[config.mk]
export PLATFORM = sky130hd
export DESIGN_NAME = occ_top
export DESIGN_NICKNAME = d
export VERILOG_FILES = /design/src/occ_sync.v /design/src/occ_top.v
export VERILOG_INCLUDE_DIRS = /design/src
export SDC_FILE = /design/constraint.sdc
export NUM_CORES = 1
export LEC_CHECK = 0
export BUFFER_PORTS_ARGS = -buffer_cell sky130_fd_sc_hd__buf_2
export CORE_MARGIN = 5
export CORE_UTILIZATION = 58
export DETAILED_ROUTE_END_ITERATION = 8
export GPL_ROUTABILITY_DRIVEN = 0
export HOLD_SLACK_MARGIN = 0.05
export PLACE_DENSITY = 0.8
export SLEW_MARGIN = 10
export SYNTH_ARGS = -nofsm -noshare
export SYNTH_HDL_FRONTEND = slang
export SYNTH_SLANG_ARGS = --single-unit
[constraint.sdc]
create_clock -name clk_i -period 2.7 [get_ports clk_i]
set_clock_uncertainty 0.1 [all_clocks]
set_input_delay 0.54 -clock clk_i [delete_from_list [all_inputs] [get_ports clk_i]]
set_output_delay 0.54 -clock clk_i [all_outputs]
set_load 0.02 [all_outputs]
[src/occ_map.vh]
// occ_map.vh: register map, field positions, reset values and timing for the
// oscillator calibration counter.
// assumes: included by bare name from the top design file only; the synchroniser does not use it.
`ifndef OCC_MAP_VH
`define OCC_MAP_VH

// system offsets of the four calibration registers; they are not word
// aligned, so each is kept as an index and the bus address is four times
// (offset minus base)
`define OCC_BASE_OFS 32'h50001600
`define OCC_SEL_OFS 32'h50001600
`define OCC_WIN_OFS 32'h50001602
`define OCC_RESL_OFS 32'h50001604
`define OCC_RESH_OFS 32'h50001606

// interrupt registers, placed after the calibration group (byte addresses)
`define OCC_IRQ_STAT_ADR 8'h20
`define OCC_IRQ_CLR_ADR 8'h24
`define OCC_IRQ_EN_ADR 8'h28

// source control fields
`define OCC_F_GATE_SEL 3
`define OCC_F_START 2
`define OCC_F_SRC_HI 1
`define OCC_F_SRC_LO 0

// calibrated source codes
`define OCC_SRC_SLOW_RC 2'h0
`define OCC_SRC_FAST_RC 2'h1
`define OCC_SRC_SLOW_XTAL 2'h2
`define OCC_SRC_EXT_RC 2'h3

// reset values
`define OCC_SEL_RST 4'h0
`define OCC_WIN_RST 16'h0000
`define OCC_RES_RST 32'h00000000
`define OCC_IRQ_RST 1'h0

// window ends when the down counter holds this value at a reference edge
`define OCC_WIN_LAST 16'h0001

// system clock divider: the fast counter advances once per OCC_DIV_N cycles
`define OCC_DIV_N 4'h1
`define OCC_DIV_LAST 4'h0

// interrupt status bit: run finished
`define OCC_IRQ_DONE 0

`endif

[src/occ_sync.v]
// occ_sync.v: two flip-flop synchroniser for a bundle of asynchronous levels.
// assumes: each bit is an independent level; no word coherence across bits.
`timescale 1ns/10ps
module occ_sync #(
    parameter W = 1
) (
    input wire clk_i,          // system clock
    input wire rst_i,          // synchronous reset, active high
    input wire [W-1:0] d_i,    // asynchronous levels
    output reg [W-1:0] q_o     // levels in the clk_i domain
);

    reg [W-1:0] meta_reg;

    // the first stage feeds only the second; nothing else looks at it
    always @(posedge clk_i) begin
        if (rst_i) begin
            meta_reg <= {W{1'b0}};
            q_o <= {W{1'b0}};
        end else begin
            meta_reg <= d_i;
            q_o <= meta_reg;
        end
    end

endmodule

[src/occ_top.v]
// occ_top.v: oscillator calibration counter with a classic Wishbone slave.
// assumes: oscillator and external gate inputs are asynchronous to clk_i and
// run well below half the clk_i rate, so every edge is seen after the
// synchroniser; software polls the start bit or takes the interrupt.
// a start written while a run is busy is dropped, and rewriting the source
// fields mid-run only changes their read-back; each run takes them from its own start write.
//
// How it works
// gate select bit picks reference oscillator (0) or external input (1) as gate.
// source field 0..3 selects slow RC, fast RC, slow crystal, extended RC.
// writing one to the start bit begins a run on the selected source.
// start bit clears itself at completion; result is valid from that edge.
// window length loads a down counter stepped by gate edges; ends at one.
// during the window the divided system clock cycles are counted.
// the 32-bit count is read as low and high 16-bit halves.
// counter clears when a run starts; results hold until next completion.
`timescale 1ns/10ps
`include "occ_map.vh"
module occ_top (
    input wire clk_i,              // system clock, 125 MHz
    input wire rst_i,              // synchronous reset, active high
    input wire wb_cyc_i,           // wishbone cycle
    input wire wb_stb_i,           // wishbone strobe
    input wire wb_we_i,            // wishbone write enable
    input wire [7:0] wb_adr_i,     // wishbone byte address
    input wire [3:0] wb_sel_i,     // wishbone byte lanes
    input wire [31:0] wb_dat_i,    // wishbone write data
    output reg [31:0] wb_dat_o,    // wishbone read data
    output reg wb_ack_o,           // wishbone acknowledge
    input wire slow_rc_oscillator_i,      // slow RC oscillator
    input wire fast_rc_oscillator_i,      // fast RC oscillator
    input wire slow_crystal_oscillator_i, // slow crystal oscillator
    input wire extended_rc_oscillator_i,  // extended RC oscillator
    input wire ext_gate_i,         // external gate input
    output reg irq_o               // level interrupt, enabled status set
);

    // bus addresses of the calibration registers: four times the index,
    // worked out at full width and then cut to the 8-bit bus address
    localparam [31:0] ADR_SEL_W = (`OCC_SEL_OFS - `OCC_BASE_OFS) * 32'h00000004;
    localparam [31:0] ADR_WIN_W = (`OCC_WIN_OFS - `OCC_BASE_OFS) * 32'h00000004;
    localparam [31:0] ADR_RESL_W = (`OCC_RESL_OFS - `OCC_BASE_OFS) * 32'h00000004;
    localparam [31:0] ADR_RESH_W = (`OCC_RESH_OFS - `OCC_BASE_OFS) * 32'h00000004;
    localparam [7:0] ADR_SEL = ADR_SEL_W[7:0];
    localparam [7:0] ADR_WIN = ADR_WIN_W[7:0];
    localparam [7:0] ADR_RESL = ADR_RESL_W[7:0];
    localparam [7:0] ADR_RESH = ADR_RESH_W[7:0];

    // run states: idle until a start is taken, wait for the first gate
    // edge so the window opens on a whole reference period, then count
    localparam [1:0] ST_IDLE = 2'h0;
    localparam [1:0] ST_WAIT = 2'h1;
    localparam [1:0] ST_COUNT = 2'h2;

    // registers seen by software
    reg gate_source_select_reg;
    reg [1:0] src_sel_reg;
    reg start_reg;
    reg [15:0] calibration_window_length_reg;
    reg [31:0] calibration_result_reg;
    reg irq_stat_reg;
    reg irq_en_reg;

    // run machinery
    reg [1:0] state_reg;
    reg [1:0] state_next;
    reg [15:0] win_cnt_reg;
    reg [31:0] fast_cycle_counter_reg;
    reg [3:0] div_cnt_reg;
    reg run_src_reg;
    reg [1:0] run_sel_reg;
    reg gate_prev_reg;

    wire [4:0] osc_sync;
    wire bus_req;
    wire wr_req;
    wire rd_req;
    wire start_wr;
    wire div_tick;
    wire done;
    reg gate_lvl;
    reg [31:0] rd_data;

    // bring every oscillator and the external input into clk_i;
    // the bit order here fixes which synchronised bit each source code reads
    occ_sync #(
        .W(5)
    ) u_sync (
        .clk_i(clk_i),
        .rst_i(rst_i),
        .d_i({ext_gate_i, extended_rc_oscillator_i, slow_crystal_oscillator_i,
              fast_rc_oscillator_i, slow_rc_oscillator_i}),
        .q_o(osc_sync)
    );

    // one access per ack; the ack term keeps a held request from repeating,
    // so each access has exactly one effect on the registers
    assign bus_req = wb_cyc_i & wb_stb_i & ~wb_ack_o;
    assign wr_req = bus_req & wb_we_i;
    assign rd_req = bus_req & ~wb_we_i;

    // start request: a one written into the start bit through the low lane
    assign start_wr = wr_req & (wb_adr_i == ADR_SEL) & wb_sel_i[0] & wb_dat_i[`OCC_F_START];

    // reference selection, latched at start so a mid-run write cannot
    // swap the gate under a running window
    always @* begin
        if (run_src_reg) begin
            gate_lvl = osc_sync[4];
        end else begin
            case (run_sel_reg)
                `OCC_SRC_SLOW_RC: gate_lvl = osc_sync[0];
                `OCC_SRC_FAST_RC: gate_lvl = osc_sync[1];
                `OCC_SRC_SLOW_XTAL: gate_lvl = osc_sync[2];
                `OCC_SRC_EXT_RC: gate_lvl = osc_sync[3];
                default: gate_lvl = 1'b0;
            endcase
        end
    end

    // rising edge of the selected gate, taken from the synchronised level
    wire gate_edge;
    assign gate_edge = gate_lvl & ~gate_prev_reg;

    // divided system clock: one tick per OCC_DIV_N cycles;
    // with the divider fixed at one this fires on every cycle
    assign div_tick = (div_cnt_reg == `OCC_DIV_LAST);

    // the window is over when the down counter shows one at a gate edge;
    // a zero length behaves as one, so a run can never hang on the counter
    assign done = (state_reg == ST_COUNT) & gate_edge & (win_cnt_reg <= `OCC_WIN_LAST);

    // run state sequencing; counting starts at the first gate edge so the
    // window covers whole reference periods
    always @* begin
        state_next = state_reg;
        case (state_reg)
            ST_IDLE: begin
                if (start_wr) begin
                    state_next = ST_WAIT;
                end
            end
            ST_WAIT: begin
                if (gate_edge) begin
                    state_next = ST_COUNT;
                end
            end
            ST_COUNT: begin
                if (done) begin
                    state_next = ST_IDLE;
                end
            end
            default: state_next = ST_IDLE;
        endcase
    end

    always @(posedge clk_i) begin
        if (rst_i) begin
            state_reg <= ST_IDLE;
        end else begin
            state_reg <= state_next;
        end
    end

    // gate edge history. at the start of a run the source may switch under
    // the detector, so the history is forced high for one cycle: the old
    // source's low level must not turn the new source's high level into a
    // false first edge that would open the window mid-period. a high level
    // at reset release only makes an edge in ST_IDLE, where nothing uses it
    always @(posedge clk_i) begin
        if (rst_i) begin
            gate_prev_reg <= 1'b0;
        end else if (start_wr && state_reg == ST_IDLE) begin
            gate_prev_reg <= 1'b1;
        end else begin
            gate_prev_reg <= gate_lvl;
        end
    end

    // latch the source and gate mode for the run
    always @(posedge clk_i) begin
        if (rst_i) begin
            run_src_reg <= 1'b0;
            run_sel_reg <= `OCC_SRC_SLOW_RC;
        end else if (start_wr && state_reg == ST_IDLE) begin
            run_src_reg <= wb_dat_i[`OCC_F_GATE_SEL];
            run_sel_reg <= wb_dat_i[`OCC_F_SRC_HI:`OCC_F_SRC_LO];
        end
    end

    // window down counter, loaded at start, stepped by gate edges;
    // stepping stops once done is seen, so it is left at its last value
    always @(posedge clk_i) begin
        if (rst_i) begin
            win_cnt_reg <= `OCC_WIN_RST;
        end else if (start_wr && state_reg == ST_IDLE) begin
            win_cnt_reg <= calibration_window_length_reg;
        end else if (state_reg == ST_COUNT && gate_edge && !done) begin
            win_cnt_reg <= win_cnt_reg - 16'h0001;
        end
    end

    // clock divider, restarted with every run so the count is repeatable;
    // it stays so a slower count needs only a change of one constant
    always @(posedge clk_i) begin
        if (rst_i) begin
            div_cnt_reg <= `OCC_DIV_LAST;
        end else if (state_reg != ST_COUNT) begin
            div_cnt_reg <= `OCC_DIV_LAST;
        end else if (div_tick) begin
            div_cnt_reg <= `OCC_DIV_N - 4'h1;
        end else begin
            div_cnt_reg <= div_cnt_reg - 4'h1;
        end
    end

    // fast cycle counter: cleared at start, counts ticks inside the window;
    // it wraps silently, so keep windows short enough for 32 bits
    always @(posedge clk_i) begin
        if (rst_i) begin
            fast_cycle_counter_reg <= `OCC_RES_RST;
        end else if (start_wr && state_reg == ST_IDLE) begin
            fast_cycle_counter_reg <= `OCC_RES_RST;
        end else if (state_reg == ST_COUNT && div_tick) begin
            fast_cycle_counter_reg <= fast_cycle_counter_reg + 32'h00000001;
        end
    end

    // result capture: the final tick of the window is included, and the
    // result lands on the same edge that clears the start bit
    always @(posedge clk_i) begin
        if (rst_i) begin
            calibration_result_reg <= `OCC_RES_RST;
        end else if (done) begin
            if (div_tick) begin
                calibration_result_reg <= fast_cycle_counter_reg + 32'h00000001;
            end else begin
                calibration_result_reg <= fast_cycle_counter_reg;
            end
        end
    end

    // start bit: set by a write of one, cleared by hardware at completion.
    // a write of zero does not abort; a write of one while busy is ignored
    always @(posedge clk_i) begin
        if (rst_i) begin
            start_reg <= 1'b0;
        end else if (done) begin
            start_reg <= 1'b0;
        end else if (start_wr) begin
            start_reg <= 1'b1;
        end
    end

    // control fields that software owns; the start bit is not kept here,
    // it has its own process because hardware clears it
    always @(posedge clk_i) begin
        if (rst_i) begin
            gate_source_select_reg <= 1'b0;
            src_sel_reg <= `OCC_SRC_SLOW_RC;
        end else if (wr_req && wb_adr_i == ADR_SEL && wb_sel_i[0]) begin
            gate_source_select_reg <= wb_dat_i[`OCC_F_GATE_SEL];
            src_sel_reg <= wb_dat_i[`OCC_F_SRC_HI:`OCC_F_SRC_LO];
        end
    end

    // window length, byte lanes honoured; a run loads the value at start,
    // so a write during a run applies to the next one
    always @(posedge clk_i) begin
        if (rst_i) begin
            calibration_window_length_reg <= `OCC_WIN_RST;
        end else if (wr_req && wb_adr_i == ADR_WIN) begin
            if (wb_sel_i[0]) begin
                calibration_window_length_reg[7:0] <= wb_dat_i[7:0];
            end
            if (wb_sel_i[1]) begin
                calibration_window_length_reg[15:8] <= wb_dat_i[15:8];
            end
        end
    end

    // interrupt status: completion sets, write-one clears, set wins;
    // a clear that meets a completion in the same cycle loses, so no event is missed
    always @(posedge clk_i) begin
        if (rst_i) begin
            irq_stat_reg <= `OCC_IRQ_RST;
        end else if (done) begin
            irq_stat_reg <= 1'b1;
        end else if (wr_req && wb_adr_i == `OCC_IRQ_CLR_ADR && wb_sel_i[0] &&
                     wb_dat_i[`OCC_IRQ_DONE]) begin
            irq_stat_reg <= 1'b0;
        end
    end

    // interrupt enable
    always @(posedge clk_i) begin
        if (rst_i) begin
            irq_en_reg <= `OCC_IRQ_RST;
        end else if (wr_req && wb_adr_i == `OCC_IRQ_EN_ADR && wb_sel_i[0]) begin
            irq_en_reg <= wb_dat_i[`OCC_IRQ_DONE];
        end
    end

    // interrupt output registered, one cycle behind status and enable
    always @(posedge clk_i) begin
        if (rst_i) begin
            irq_o <= 1'b0;
        end else begin
            irq_o <= irq_stat_reg & irq_en_reg;
        end
    end

    // read mux; unmapped and write-only addresses read as zero.
    // map, byte addresses on the bus:
    //   0x00 source control: [3] gate select, [2] start/busy, [1:0] source
    //   0x08 window length in reference periods
    //   0x10 / 0x18 low / high half of the last captured count
    //   0x20 interrupt status, 0x24 clear (write one), 0x28 enable
    // both result halves come from one capture that only moves at the end
    // of a run, so they may be read in either order between runs
    always @* begin
        rd_data = 32'h00000000;
        case (wb_adr_i)
            ADR_SEL: rd_data = {28'h0000000, gate_source_select_reg, start_reg, src_sel_reg};
            ADR_WIN: rd_data = {16'h0000, calibration_window_length_reg};
            ADR_RESL: rd_data = {16'h0000, calibration_result_reg[15:0]};
            ADR_RESH: rd_data = {16'h0000, calibration_result_reg[31:16]};
            `OCC_IRQ_STAT_ADR: rd_data = {31'h00000000, irq_stat_reg};
            `OCC_IRQ_EN_ADR: rd_data = {31'h00000000, irq_en_reg};
            default: rd_data = 32'h00000000;
        endcase
    end

    // single-wait-state answer: every access, mapped or not, is acked
    always @(posedge clk_i) begin
        if (rst_i) begin
            wb_ack_o <= 1'b0;
            wb_dat_o <= 32'h00000000;
        end else begin
            wb_ack_o <= bus_req;
            if (rd_req) begin
                wb_dat_o <= rd_data;
            end
        end
    end

endmodule

# ---- Word level (Yosys, flattened, before mapping)
# Cells that the tools add are included.
dict set report word_totals {
  reg_bits 156
  input_bits 54
  wordCells 91
}
dict set report op_classes {
  n_addsub 3
  n_lt_le_gt_ge 1
  eq_ne 15
  mux 13
  bitwise 14
  n_reduce_logical 25
}
# op count
set op_table {}
lappend op_table {{one-hot mux 16 bit (6 select lines)} 1}
lappend op_table {{adder 32 x 1 -> 32 bit, second input constant} 1}
lappend op_table {{2-to-1 mux 16 bit} 2}
lappend op_table {{2-to-1 mux 32 bit} 1}
lappend op_table {{== test 8 x 6 -> 1 bit, second input constant} 3}
lappend op_table {{== test 8 x 5 -> 1 bit, second input constant} 2}
lappend op_table {{<= comparator 16 x 1 -> 1 bit, second input constant} 1}
lappend op_table {{subtractor 16 x 1 -> 16 bit, second input constant} 1}
lappend op_table {{logical AND 1 bit} 12}
lappend op_table {{AND 1 bit} 11}
lappend op_table {{== test 8 x 4 -> 1 bit, second input constant} 1}
lappend op_table {{zero test 8 bit} 1}
lappend op_table {{inequality test 2 bit, second input constant} 4}
lappend op_table {{== test 2 bit, second input constant} 3}
lappend op_table {{2-to-1 mux 2 bit} 3}
lappend op_table {{one-hot mux 2 bit (3 select lines)} 1}
lappend op_table {{== test 2 x 1 -> 1 bit, second input constant} 2}
lappend op_table {{zero test 2 bit} 2}
lappend op_table {{zero test 4 bit} 1}
lappend op_table {{2-to-1 mux 1 bit} 4}
lappend op_table {{one-hot mux 1 bit (4 select lines)} 1}
lappend op_table {{AND reduction 2 bit} 2}
lappend op_table {{nonzero test 2 bit} 2}
lappend op_table {{OR reduction 2 bit} 2}
lappend op_table {{other kinds (5)} 7}

# ---- Depth between registers and ports, before layout
# Gate-level depths: netlist of the first run.
dict set report depth {
  word_depth 10
  mapped_depth 9
}

# ---- Modules after synthesis
# A second synthesis of the first run with hierarchy kept.
dict set report unflattened {
  cells_unflattened 781
  hier_area_um2 6543.8
}
# module instances cells_per_inst area_per_inst_um2 seq_area_each_um2
set by_module_without_submodules {}
lappend by_module_without_submodules {occ_top 1 761 6281.0 2602.5}
lappend by_module_without_submodules {occ_sync 1 20 262.8 200.2}

# ---- Worst setup path after synthesis of the first run
# Ideal clock, no wire load.
dict set report synth_path {
  path_type {in2reg}
  from {in wb_adr_i[1]}
  to {reg win_cnt_reg[3]}
  setup_ns 0.132
  arrival_ns 2.285
  t_required_ns 2.468
  slack_ns 0.183
  stages 9
  cell_sequence {nor4_2 -> nand2_1 -> or3_1 -> clkbuf_1 -> or2_2 -> clkbuf_1 -> clkbuf_1 -> o211ai_1 -> a21oi_1}
}
dict set report synth_between {
  elab_chain_len 6
  word_cells_on_any_way 7
}
# element line_no
set synth_rtl {}
lappend synth_rtl {{from (decl)} occ_top.v:25} ;# input wire [7:0] wb_adr_i,
lappend synth_rtl {{zero test 8 bit *} occ_top.v:103} ;# assign start_wr = wr_req & (wb_adr_i == ADR_SEL) & wb_sel_i[0] & wb_dat_i[`OCC_F_START];
lappend synth_rtl {{AND 1 bit * (3 in a row)} occ_top.v:103}
lappend synth_rtl {{logical AND 1 bit *} occ_top.v:196} ;# end else if (start_wr && state_reg == ST_IDLE) begin
lappend synth_rtl {{2-to-1 mux 16 bit or nonzero test 2 bit (tied branches)} -}
lappend synth_rtl {{to (signal assigned)} occ_top.v:195} ;# win_cnt_reg <= `OCC_WIN_RST;
lappend synth_rtl {{to (signal assigned)} occ_top.v:197} ;# win_cnt_reg <= calibration_window_length_reg;
lappend synth_rtl {{to (signal assigned)} occ_top.v:199} ;# win_cnt_reg <= win_cnt_reg - 16'h0001;
lappend synth_rtl {{to (decl)} occ_top.v:67} ;# reg [15:0] win_cnt_reg;
# Every way passes the cells marked *; elsewhere a longest branch is shown, timed or not.
# A chain may end at the register's enable or synchronous reset.

# ---- Worst setup path in the final report of the first run
dict set report layout_path {
  from {reg run_sel_reg[1]}
  to {reg win_cnt_reg[13]}
}
dict set report layout_between {
  elab_chain_len 9
  word_cells_on_any_way 13
}
# element line_no
set layout_rtl {}
lappend layout_rtl {{from (decl)} occ_top.v:71} ;# reg [1:0] run_sel_reg;
lappend layout_rtl {{from (signal assigned)} occ_top.v:184} ;# run_sel_reg <= `OCC_SRC_SLOW_RC;
lappend layout_rtl {{from (signal assigned)} occ_top.v:187} ;# run_sel_reg <= wb_dat_i[`OCC_F_SRC_HI:`OCC_F_SRC_LO];
lappend layout_rtl {{== test 2 bit, or another cell as far along} occ_top.v:111} ;# case (run_sel_reg)
lappend layout_rtl {{one-hot mux 1 bit (4 select lines) *} occ_top.v:111}
lappend layout_rtl {{2-to-1 mux 1 bit *} occ_top.v:108} ;# if (run_src_reg) begin
lappend layout_rtl {{AND 1 bit *} occ_top.v:123} ;# assign gate_edge = gate_lvl & ~gate_prev_reg;
lappend layout_rtl {{AND 1 bit (2 in a row)} occ_top.v:131} ;# assign done = (state_reg == ST_COUNT) & gate_edge & (win_cnt_reg <= `OCC_WIN_LAST);
lappend layout_rtl {{zero test 1 bit} occ_top.v:198} ;# end else if (state_reg == ST_COUNT && gate_edge && !done) begin
lappend layout_rtl {{logical AND 1 bit *} occ_top.v:198}
lappend layout_rtl {{nonzero test 2 bit (no source line) *} -}
# Marked as above.

==> impl_metrics.py, run 1 <==
metrics = {
    "run": {
        "maxCapViolations": 0,
    },
    "synth": {
        "synth-seq-cells": 140,
        "yosysSeqAreaShare_pct": 42.5,
        "synth_area_leaders": "dfxtp_1, nor2_1, xor2_1, nand2_1, a211oi_1",
        "synth-main-ff-cell": "dfxtp_1",
        "synth.avg_cell_area_um2": 8.76,
        "synth-edff-count": 0,
        "async_reset_ff_share_pct": 0,
        "netlist.area_leader.share_pct": 42.5,
        "ys_warn_count": 0,
        "synth_area_um2": 6600,
        "netlist_instances": 753,
        "yosysTopAreaCell": "dfxtp_1",
        "yosysUniqueCellTypes": 54,
    },
    "pwr": {
        "p_total_mw": 4.45,
        "p_leak_nw": 2.86,
        "p_per_area_nw_per_um2": 588,
        "vdd_ir_drop_max_v": 0.000560,
    },
    "die": {
        "die_x_um": 117,
        "core_area_um2": 11300,
        "num_rows": 39,
        "die-area_um2": 13600,
        "die_y_um": 117,
        "ios": 88,
        "initial_utilization_pct": 58.5,
    },
    "drt": {
        "wl_per_cell_um": 16.7,
        "viasPerCell": 5.92,
        "vias": 5625,
        "antenna_left": 0,
        "totalWireLength_um": 15900,
        "drc_errors": 0,
        "drt_first_pass_iters": 6,
        "drt_iter0_drc": 650,
    },
    "worst_setup_path": {
        "critPathCaptureType": "flip-flop",
        "startpoint_type": "flip-flop",
        "crit_fanout": 11,
        "crit_type": "flip-flop to flip-flop",
        "cp.required_ns": 2.88,
        "reg2reg_depth": 6,
        "crit_arrival_ns": 2.67,
    },
    "final_layout": {
        "final_cells": 950,
        "synthToLayoutAreaGrowth_pct": 14.6,
        "final_cell_mix": "dfxtp_1, nor2_1, nand2_1, buf_2, xor2_1",
        "insertedDiodeCount": 0,
        "fillCellCount": 896,
        "drive_gt1_share_pct": 17.5,
        "layout_commonest_cell": "dfxtp_1",
        "layout.nets": 854,
    },
    "timing": {
        "rsz0062_at_grt": "false",
        "finalSetupViolCount": 0,
        "relSlewSlack_pct": 58.1,
        "finalCritPeriodShare_pct": 92.3,
        "tightest_slew_ns": 0.629,
        "hold_viol": 0,
        "max_freq_mhz": 401,
        "fin_crit_ns": 2.49,
        "fin_setup_tns_ns": 0,
        "timing.final.max_slew_violations": 0,
    },
    "clock_tree": {
        "clock_sinks": 140,
        "cts-htree-levels": 4,
        "hold_buffers": 0,
        "cts_tree": "yes",
        "cts_resized": 0,
        "clk_latency_ns": 0.43,
        "cts_inserted_buffers": 17,
        "ctsRootBufferMaster": "clkbuf_16",
        "cts_setup_buffers": 0,
        "clk_path_buf_depth": 2,
        "clkSlewWorstSetupHoldPaths_ns": 0.05,
    },
    "run_status": {
        "status": "complete, no violations",
    },
    "hold_path": {
        "hold_depth": 2,
        "holdCritPathClass": "primary input to flip-flop",
    },
    "global_route": {
        "grt_use_total_pct": 24.5,
        "first_global_vias": 5589,
        "antenna_found_initial": 0,
        "grt_max_degree": 62,
        "grt_pass1_wl_um": 26300,
        "overflow": 0,
    },
    "placement": {
        "placedCellCount": 920,
        "port_buffers": 53,
        "dp_hpwl_um": 11300,
    },
}
## logic make-up (layout without fill, tap and decap cells)
group	Yosys count	count (layout)	synth area share, %
XOR/XNOR	64	64	8.50
AND/OR/NAND/NOR	316	316	23.8
AO/OA/AOI/OAI	122	122	13.1
flip-flops	140	140	42.5
multiplexers	33	33	6.01
buffers and inverters	73	112	5.35
adder cells (fa/ha/maj)	4	4	0.759
other	1	16	0.0568
## through the flow
stage	util, %	cell area [um^2]	setup slack (ns)	hold WS, ns
after floorplan	-	6650	0.183	0.313
after global placement	62.0	6990	0.206	0.323
after detailed placement	62.0	6990	0.0804	0.327
after CTS	67.1	7560	0.0776	0.211
after global routing	67.1	7560	0.0731	0.219
final	67.1	7560	0.207	0.224
## Yosys cell counts (all sizes together), types with 11 or more instances
cell type and n:
nand4 13, a211oi 29, nor2b 13, buf 28
xor2 45, nand2 74, xnor2 19, a22oi 15
dfxtp 140, a22o 12, nor2 113, and3 16
mux2 13, clkbuf 38, mux2i 16, a21oi 32
nand3 31, nor3 11
## cell type report
cell class / instances / area, um^2 / share of cell area [%]
clock buffers: 22 / 474 / 6.27
clock inverters: 8 / 92.6 / 1.22
inverters: 7 / 26.3 / 0.347
multi-input cells: 555 / 3510 / 46.4
flip-flops and latches: 140 / 2800 / 37.1
well taps: 143 / 179 / 2.37
repair buffers: 75 / 480 / 6.35
## worst max-delay path: stages (launching register included)
cell      delay (ns)
dfxtp_1         0.38
or3b_2          0.47
o221ai_2        0.33
o21a_2          0.37
nand3b_1        0.23
o311ai_0        0.36
a31oi_1         0.12
## report_power, final
| part | internal, mW | switching (mW) |
|---|---|---|
| sequential | 2.07 | 0.00218 |
| clock | 1.41 | 0.826 |
| combinational | 0.0426 | 0.0934 |
| total | 3.53 | 0.922 |
## path summary, 6_finish.rpt
kind	from	endpoint	slack (ns)
setup / recovery	run_sel_reg[1]	win_cnt_reg[13]	0.21
hold / removal	fast_rc_oscillator_i	u_sync.meta_reg[1]	0.22
setup reg to reg	run_sel_reg[1]	win_cnt_reg[13]	0.21
hold reg to reg	u_sync.meta_reg[2]	u_sync.q_o[2]	0.33
## metal layers
metal  global-route usage (%)  up-vias  wire length (um)
li1                         -     2687                 -
met3                     5.39       40               939
met2                     42.0      214              8010
met4                     10.8        0               375
met5                        0        -                 0
met1                     29.6     2684              6570
Note: power is estimated with default switching activity, not from simulation.
==> run 2: changes to the inputs <==
--- a/config.mk
+++ b/config.mk
@@ -6,13 +6,14 @@
 export SDC_FILE = /design/constraint.sdc
 export NUM_CORES = 1
 export LEC_CHECK = 0
+export ABC_AREA = 1
 export BUFFER_PORTS_ARGS = -buffer_cell sky130_fd_sc_hd__buf_2
 export CORE_MARGIN = 5
-export CORE_UTILIZATION = 58
+export CORE_UTILIZATION = 59
 export DETAILED_ROUTE_END_ITERATION = 8
 export GPL_ROUTABILITY_DRIVEN = 0
 export HOLD_SLACK_MARGIN = 0.05
-export PLACE_DENSITY = 0.8
+export PLACE_DENSITY = 0.81
 export SLEW_MARGIN = 10
 export SYNTH_ARGS = -nofsm -noshare
 export SYNTH_HDL_FRONTEND = slang
==> impl_metrics.py, run 2 <==
metrics = {
    "run_status": {
        "status": "complete, no violations",
    },
    "drt": {
        "antenna_left": 0,
        "totalWireLength_um": 18900,
        "viasPerCell": 5.40,
        "wl_per_cell_um": 14.0,
        "drt_first_pass_iters": 6,
        "top_layer": "met4",
        "wl_met2_um": 9230,
        "drc_errors": 0,
        "vias": 7271,
        "wl_met3_um": 1030,
        "wl_met1_um": 8120,
        "drt_iter0_drc": 706,
    },
    "synth": {
        "yosys-top-cells-count": "nand2_1, dfxtp_1, nor2_1",
        "yosysTopAreaCell": "dfxtp_1",
        "synth-main-ff-cell": "dfxtp_1",
        "ys_warn_count": 0,
        "synth_area_leaders": "dfxtp_1, nand2_1, nor2_1, nand3_1, a21oi_1",
        "synth-edff-count": 0,
        "synth.avg_cell_area_um2": 6.69,
        "synth-seq-cells": 140,
        "netlist_instances": 1117,
        "yosysSeqAreaShare_pct": 37.5,
        "yosysUniqueCellTypes": 43,
        "netlist.area_leader.share_pct": 37.5,
        "async_reset_ff_share_pct": 0,
        "yosysMostFrequentCell": "nand2_1",
        "synth_area_um2": 7470,
    },
    "worst_setup_path": {
        "reg2reg_to": "fast_cycle_counter_reg[22]",
        "crit_start": "div_cnt_reg[0]",
        "crit_type": "flip-flop to flip-flop",
        "r2r_slack_ns": 0.47,
        "r2r_start": "div_cnt_reg[0]",
        "cp.required_ns": 2.96,
        "crit_fanout": 33,
        "worst_path_max_delay_cell": "nor2_8",
        "startpoint_type": "flip-flop",
        "path_cells": "inv_1 > ha_1 > inv_1 > or2_4 > nor2_8 > inv_4 > nor2_8 > inv_2 > a21oi_1 > a21oi_1 > nor2_1",
        "cp_num_cells": 11,
        "path_delay_family": "simple AND/OR/NAND/NOR gates",
        "critPathCapture": "fast_cycle_counter_reg[22]",
        "crit_arrival_ns": 2.49,
        "critPathCaptureType": "flip-flop",
        "slowest_delay_ns": 0.33,
        "reg2reg_depth": 11,
        "worst-path-buf-inv": 4,
    },
    "die": {
        "ios": 88,
        "die_x_um": 123,
        "core_area_um2": 12500,
        "num_rows": 41,
        "die-area_um2": 15000,
        "die_y_um": 123,
        "initial_utilization_pct": 59.7,
    },
    "placement": {
        "placedCellCount": 1314,
        "port_buffers": 53,
        "placed_cell_area_um2": 7800,
        "dp_hpwl_um": 13300,
    },
    "final_layout": {
        "layout_commonest_cell": "nand2_1",
        "multi_input_area_um2": 4130,
        "final-seq-area_um2": 2800,
        "fin_util_pct": 67.7,
        "fillCellCount": 1122,
        "final_cell_mix": "nand2_1, dfxtp_1, nor2_1, nand3_1, inv_1",
        "synthToLayoutAreaGrowth_pct": 13.4,
        "layout.nets": 1219,
        "design_area_um2": 8480,
        "final_cells": 1346,
        "drive_gt1_share_pct": 13.0,
        "insertedDiodeCount": 0,
    },
    "pwr": {
        "vdd_ir_drop_max_v": 0.000435,
        "p_leak_nw": 3.60,
        "p_per_area_nw_per_um2": 577,
    },
    "timing": {
        "tightest_slew_ns": 0.562,
        "fin_crit_ns": 2.23,
        "fin_setup_tns_ns": 0,
        "finalSetupViolCount": 0,
        "rsz0062_at_grt": "false",
        "timing.final.max_slew_violations": 0,
        "hold_viol": 0,
        "relSlewSlack_pct": 62.5,
        "finalCritPeriodShare_pct": 82.6,
        "max_freq_mhz": 449,
    },
    "clock_tree": {
        "clkSlewWorstSetupHoldPaths_ns": 0.06,
        "cts_inserted_buffers": 17,
        "cts_resized": 0,
        "cts_tree": "yes",
        "cts_setup_buffers": 0,
        "clk_path_buf_depth": 2,
        "ctsRootBufferMaster": "clkbuf_16",
        "clk_latency_ns": 0.42,
        "hold_buffers": 0,
        "cts-htree-levels": 4,
        "clock_sinks": 140,
    },
    "global_route": {
        "overflow": 0,
        "grt_use_total_pct": 26.1,
        "first_global_vias": 6696,
        "grt_max_degree": 46,
        "antenna_found_initial": 0,
        "grt_pass1_wl_um": 31400,
    },
    "hold_path": {
        "holdCritPathClass": "primary input to flip-flop",
        "hp-start": "extended_rc_oscillator_i",
    },
    "run": {
        "maxCapViolations": 0,
    },
}
[run 2: cell types whose count changed in the layout (fill, tap and decap cells not counted), sizes merged, moves of 15 or more]
cell    delta
o21ai     +53
a22oi     -15
inv       +69
nand3     +68
nand2    +310
a211oi    -22
a21oi     +30
xor2      -30
nor2      +47
and3      -15
[run 2: report_power, final]
part | internal (mW) | leakage (nW) | switching, mW
sequential | 2.07 | 1.13 | 0.00267
clock | 1.76 | 0.327 | 0.911
combinational | 0.0390 | 2.14 | 0.104
total | 3.87 | 3.60 | 1.02
[run 2: worst min-delay path, stage by stage]
cell    delay, ns
buf_2        0.07
inv_1        0.03
nor2_1       0.06
[run 2: logic make-up after synthesis]
kind of cell	count (synthesis)	synth area share (%)
AOI/OAI and AO/OA	143	11.2
xor gates and xnor gates	22	2.58
adders and majority gates	4	0.670
buffers and inverters	130	7.98
DFF	140	37.5
muxes	7	0.937
other	1	0.0502
and+or+nand+nor	670	39.1
[run 2: worst min path at each step]
stage / end / slack [ns] / cells after the start
6_report: u_sync.meta_reg[3] / 0.22 / 3
5_1_grt: u_sync.meta_reg[3] / 0.23 / 3
4_1_cts: u_sync.meta_reg[0] / 0.21 / 3
3_5_place_dp: u_sync.q_o[2] / 0.29 / 2
3_3_place_gp: u_sync.q_o[2] / 0.29 / 2
2_1_floorplan: u_sync.q_o[0] / 0.29 / 2
[run 2: per-layer routing]
metal	GRT usage, %	up-vias
met5	0	-
met4	9.94	0
met3	5.48	40
met2	44.2	241
met1	32.7	3336
li1	-	3654
[run 2: metrics by stage]
stage               worst slack, ns  hold slack [ns]  total power [mW]
CTS                           0.487            0.207              4.92
detailed placement            0.357            0.292              2.26
finish                        0.471            0.219              4.89
floorplan                     0.889            0.288              2.23
global route                  0.281            0.229              5.03
global placement              0.415            0.292              2.26
[run 2: final cells by class]
class	count	area share [%]
multi-input combinational	862	48.7
clock inverter	14	2.83
clock buffer	18	5.18
tap	172	2.54
timing repair buffer	64	4.25
inverter	76	3.39
sequential	140	33.1
==> run 3: changes to the inputs <==
--- a/config.mk
+++ b/config.mk
@@ -9,11 +9,11 @@
 export ABC_AREA = 1
 export BUFFER_PORTS_ARGS = -buffer_cell sky130_fd_sc_hd__buf_2
 export CORE_MARGIN = 5
-export CORE_UTILIZATION = 59
+export CORE_UTILIZATION = 53
 export DETAILED_ROUTE_END_ITERATION = 8
 export GPL_ROUTABILITY_DRIVEN = 0
 export HOLD_SLACK_MARGIN = 0.05
-export PLACE_DENSITY = 0.81
+export PLACE_DENSITY = 0.76
 export SLEW_MARGIN = 10
 export SYNTH_ARGS = -nofsm -noshare
 export SYNTH_HDL_FRONTEND = slang
==> constraint.sdc (replaced) <==
create_clock -name clk_i -period 1.8 [get_ports clk_i]
set_clock_uncertainty 0.1 [all_clocks]
set_input_delay 0.36 -clock clk_i [delete_from_list [all_inputs] [get_ports clk_i]]
set_output_delay 0.36 -clock clk_i [all_outputs]
set_load 0.02 [all_outputs]
==> impl_metrics.py, run 3 (synthesis results as in run 2) <==
metrics = {
    "run_status": {
        "status": "finished, violations left",
        "violations": "setup timing",
    },
    "worst_setup_path": {
        "cp_num_cells": 11,
        "reg2reg_depth": 11,
        "path_cells": "inv_2 > ha_4 > inv_2 > or2_4 > nor2_8 > inv_4 > nor2_8 > buf_12 > buf_12 > nor2_1 > a211oi_1",
        "startpoint_type": "flip-flop",
        "crit_type": "flip-flop to flip-flop",
        "path_delay_family": "simple AND/OR/NAND/NOR gates",
        "worst-path-buf-inv": 5,
        "crit_start": "div_cnt_reg[0]",
        "crit_fanout": 13,
        "slowest_delay_ns": 0.32,
        "cp.required_ns": 2.03,
        "crit_arrival_ns": 2.11,
        "critPathCaptureType": "flip-flop",
        "worst_path_max_delay_cell": "dfxtp_2",
        "r2r_start": "div_cnt_reg[0]",
    },
    "placement": {
        "pre_cts_slack_ns": -0.0896,
        "placed_cell_area_um2": 8350,
        "port_buffers": 53,
        "dp_hpwl_um": 14300,
    },
    "final_layout": {
        "layout_commonest_cell": "nand2_1",
        "final_cell_mix": "nand2_1, dfxtp_1, nor2_1, nand3_1, buf_4",
        "layout.nets": 1302,
        "insertedDiodeCount": 0,
        "drive_gt1_share_pct": 24.3,
        "design_area_um2": 9650,
        "synthToLayoutAreaGrowth_pct": 29.2,
        "fin_util_pct": 69.6,
    },
    "drt": {
        "totalWireLength_um": 21800,
        "wl_met2_um": 10800,
        "drc_errors": 0,
        "drt_first_pass_iters": 5,
        "wl_met3_um": 1380,
        "antenna_left": 0,
        "drt_iter0_drc": 739,
        "viasPerCell": 5.39,
        "vias": 7743,
        "wl_per_cell_um": 15.1,
        "top_layer": "met4",
        "wl_met1_um": 8930,
    },
    "timing": {
        "finalSetupViolCount": 21,
        "fin_crit_ns": 1.88,
        "finalWorstSetupSlack_ns": -0.0793,
        "finalCritPeriodShare_pct": 104,
        "whs_ns": 0.0642,
        "rsz0062_at_grt": "true",
        "timing.final.max_slew_violations": 0,
        "max_freq_mhz": 532,
        "hold_viol": 0,
    },
    "global_route": {
        "grt_pass1_wl_um": 33500,
        "first_global_vias": 7071,
        "overflow": 0,
        "grt_max_degree": 37,
        "antenna_found_initial": 0,
        "grt_use_total_pct": 25.0,
    },
    "hold_path": {
        "hold_depth": 3,
        "holdCritPathClass": "primary input to flip-flop",
        "hp-start": "wb_dat_i[9]",
    },
    "clock_tree": {
        "cts_tree": "yes",
        "clk_path_buf_depth": 2,
        "ctsRootBufferMaster": "clkbuf_16",
        "clock_sinks": 140,
        "cts_inserted_buffers": 17,
        "cts-htree-levels": 4,
        "clkSlewWorstSetupHoldPaths_ns": 0.06,
        "clk_latency_ns": 0.43,
    },
    "pwr": {
        "p_total_mw": 6.91,
        "vdd_ir_drop_max_v": 0.000543,
        "p_leak_nw": 4.13,
        "p_per_area_nw_per_um2": 716,
    },
    "die": {
        "die_x_um": 129,
        "initial_utilization_pct": 53.8,
        "core_area_um2": 13900,
        "num_rows": 43,
        "die_y_um": 129,
        "ios": 88,
        "die-area_um2": 16600,
    },
    "run": {
        "maxCapViolations": 0,
    },
}
## run 3: cell types whose count changed in the layout (fill, tap and decap cells not counted), moves of 9 or more
| cell | before | now |
|---|---|---|
| buf_12 | 1 | 14 |
| nor2_1 | 139 | 128 |
| buf_4 | 10 | 60 |
| nand3_2 | 2 | 12 |
| nand2_1 | 377 | 366 |
| a21oi_2 | 10 | 22 |
| dfxtp_1 | 140 | 131 |
| nand3_1 | 97 | 87 |
| a21oi_1 | 52 | 39 |
## run 3: path summary, 6_finish.rpt
kind                                 endpoint  slack, ns
min reg2reg                     u_sync.q_o[0]       0.30
min          calibration_window_length_reg[9]       0.06
max                fast_cycle_counter_reg[10]      -0.08
max reg2reg        fast_cycle_counter_reg[10]      -0.08
## run 3: routing by layer
layer | vias up | track usage [%]
met1 | 3529 | 31.5
met4 | 0 | 9.51
met5 | - | 0
li1 | 3827 | -
met2 | 323 | 42.0
met3 | 64 | 5.27
## run 3: power breakdown
part | switching [mW] | leakage [nW] | internal (mW)
clock network | 1.45 | 0.287 | 2.06
registers | 0.00406 | 1.13 | 3.11
logic | 0.179 | 2.71 | 0.104
total | 1.63 | 4.13 | 5.28
## run 3: layout make-up
class                   instances  area [um^2]
clock inverters                15          163
fillers                      1124         4230
repair buffers                145         1270
well taps                     180          225
clock buffers                  17          425
multi-input cells             864         4460
inverters                      76          300
flip-flops and latches        140         2820
## run 3: worst min-delay path: stages
cell and delay [ns]:
buf_2 0.07, nor4_1 0.04, nor2_1 0.08
## run 3: stage by stage
stage	instances	TNS, ns
global route	1437	-5.28
global placement	1377	-0.358
floorplan	1132	0
detailed placement	1377	-1.85
finish	1437	-0.539
CTS	1417	-0.00496
## run 3: repair_timing
| item | in CTS | in global routing |
|---|---|---|
| gates resized for setup | 11 | 91 |
| cloned | 1 | 7 |
| hold buffers | 5 | 0 |
| buffers inserted | 2 | 13 |
| endpoints found under the setup margin | 40 | 86 |
| endpoints found under the hold margin | 5 | 0 |
| pin swaps | 1 | 31 |
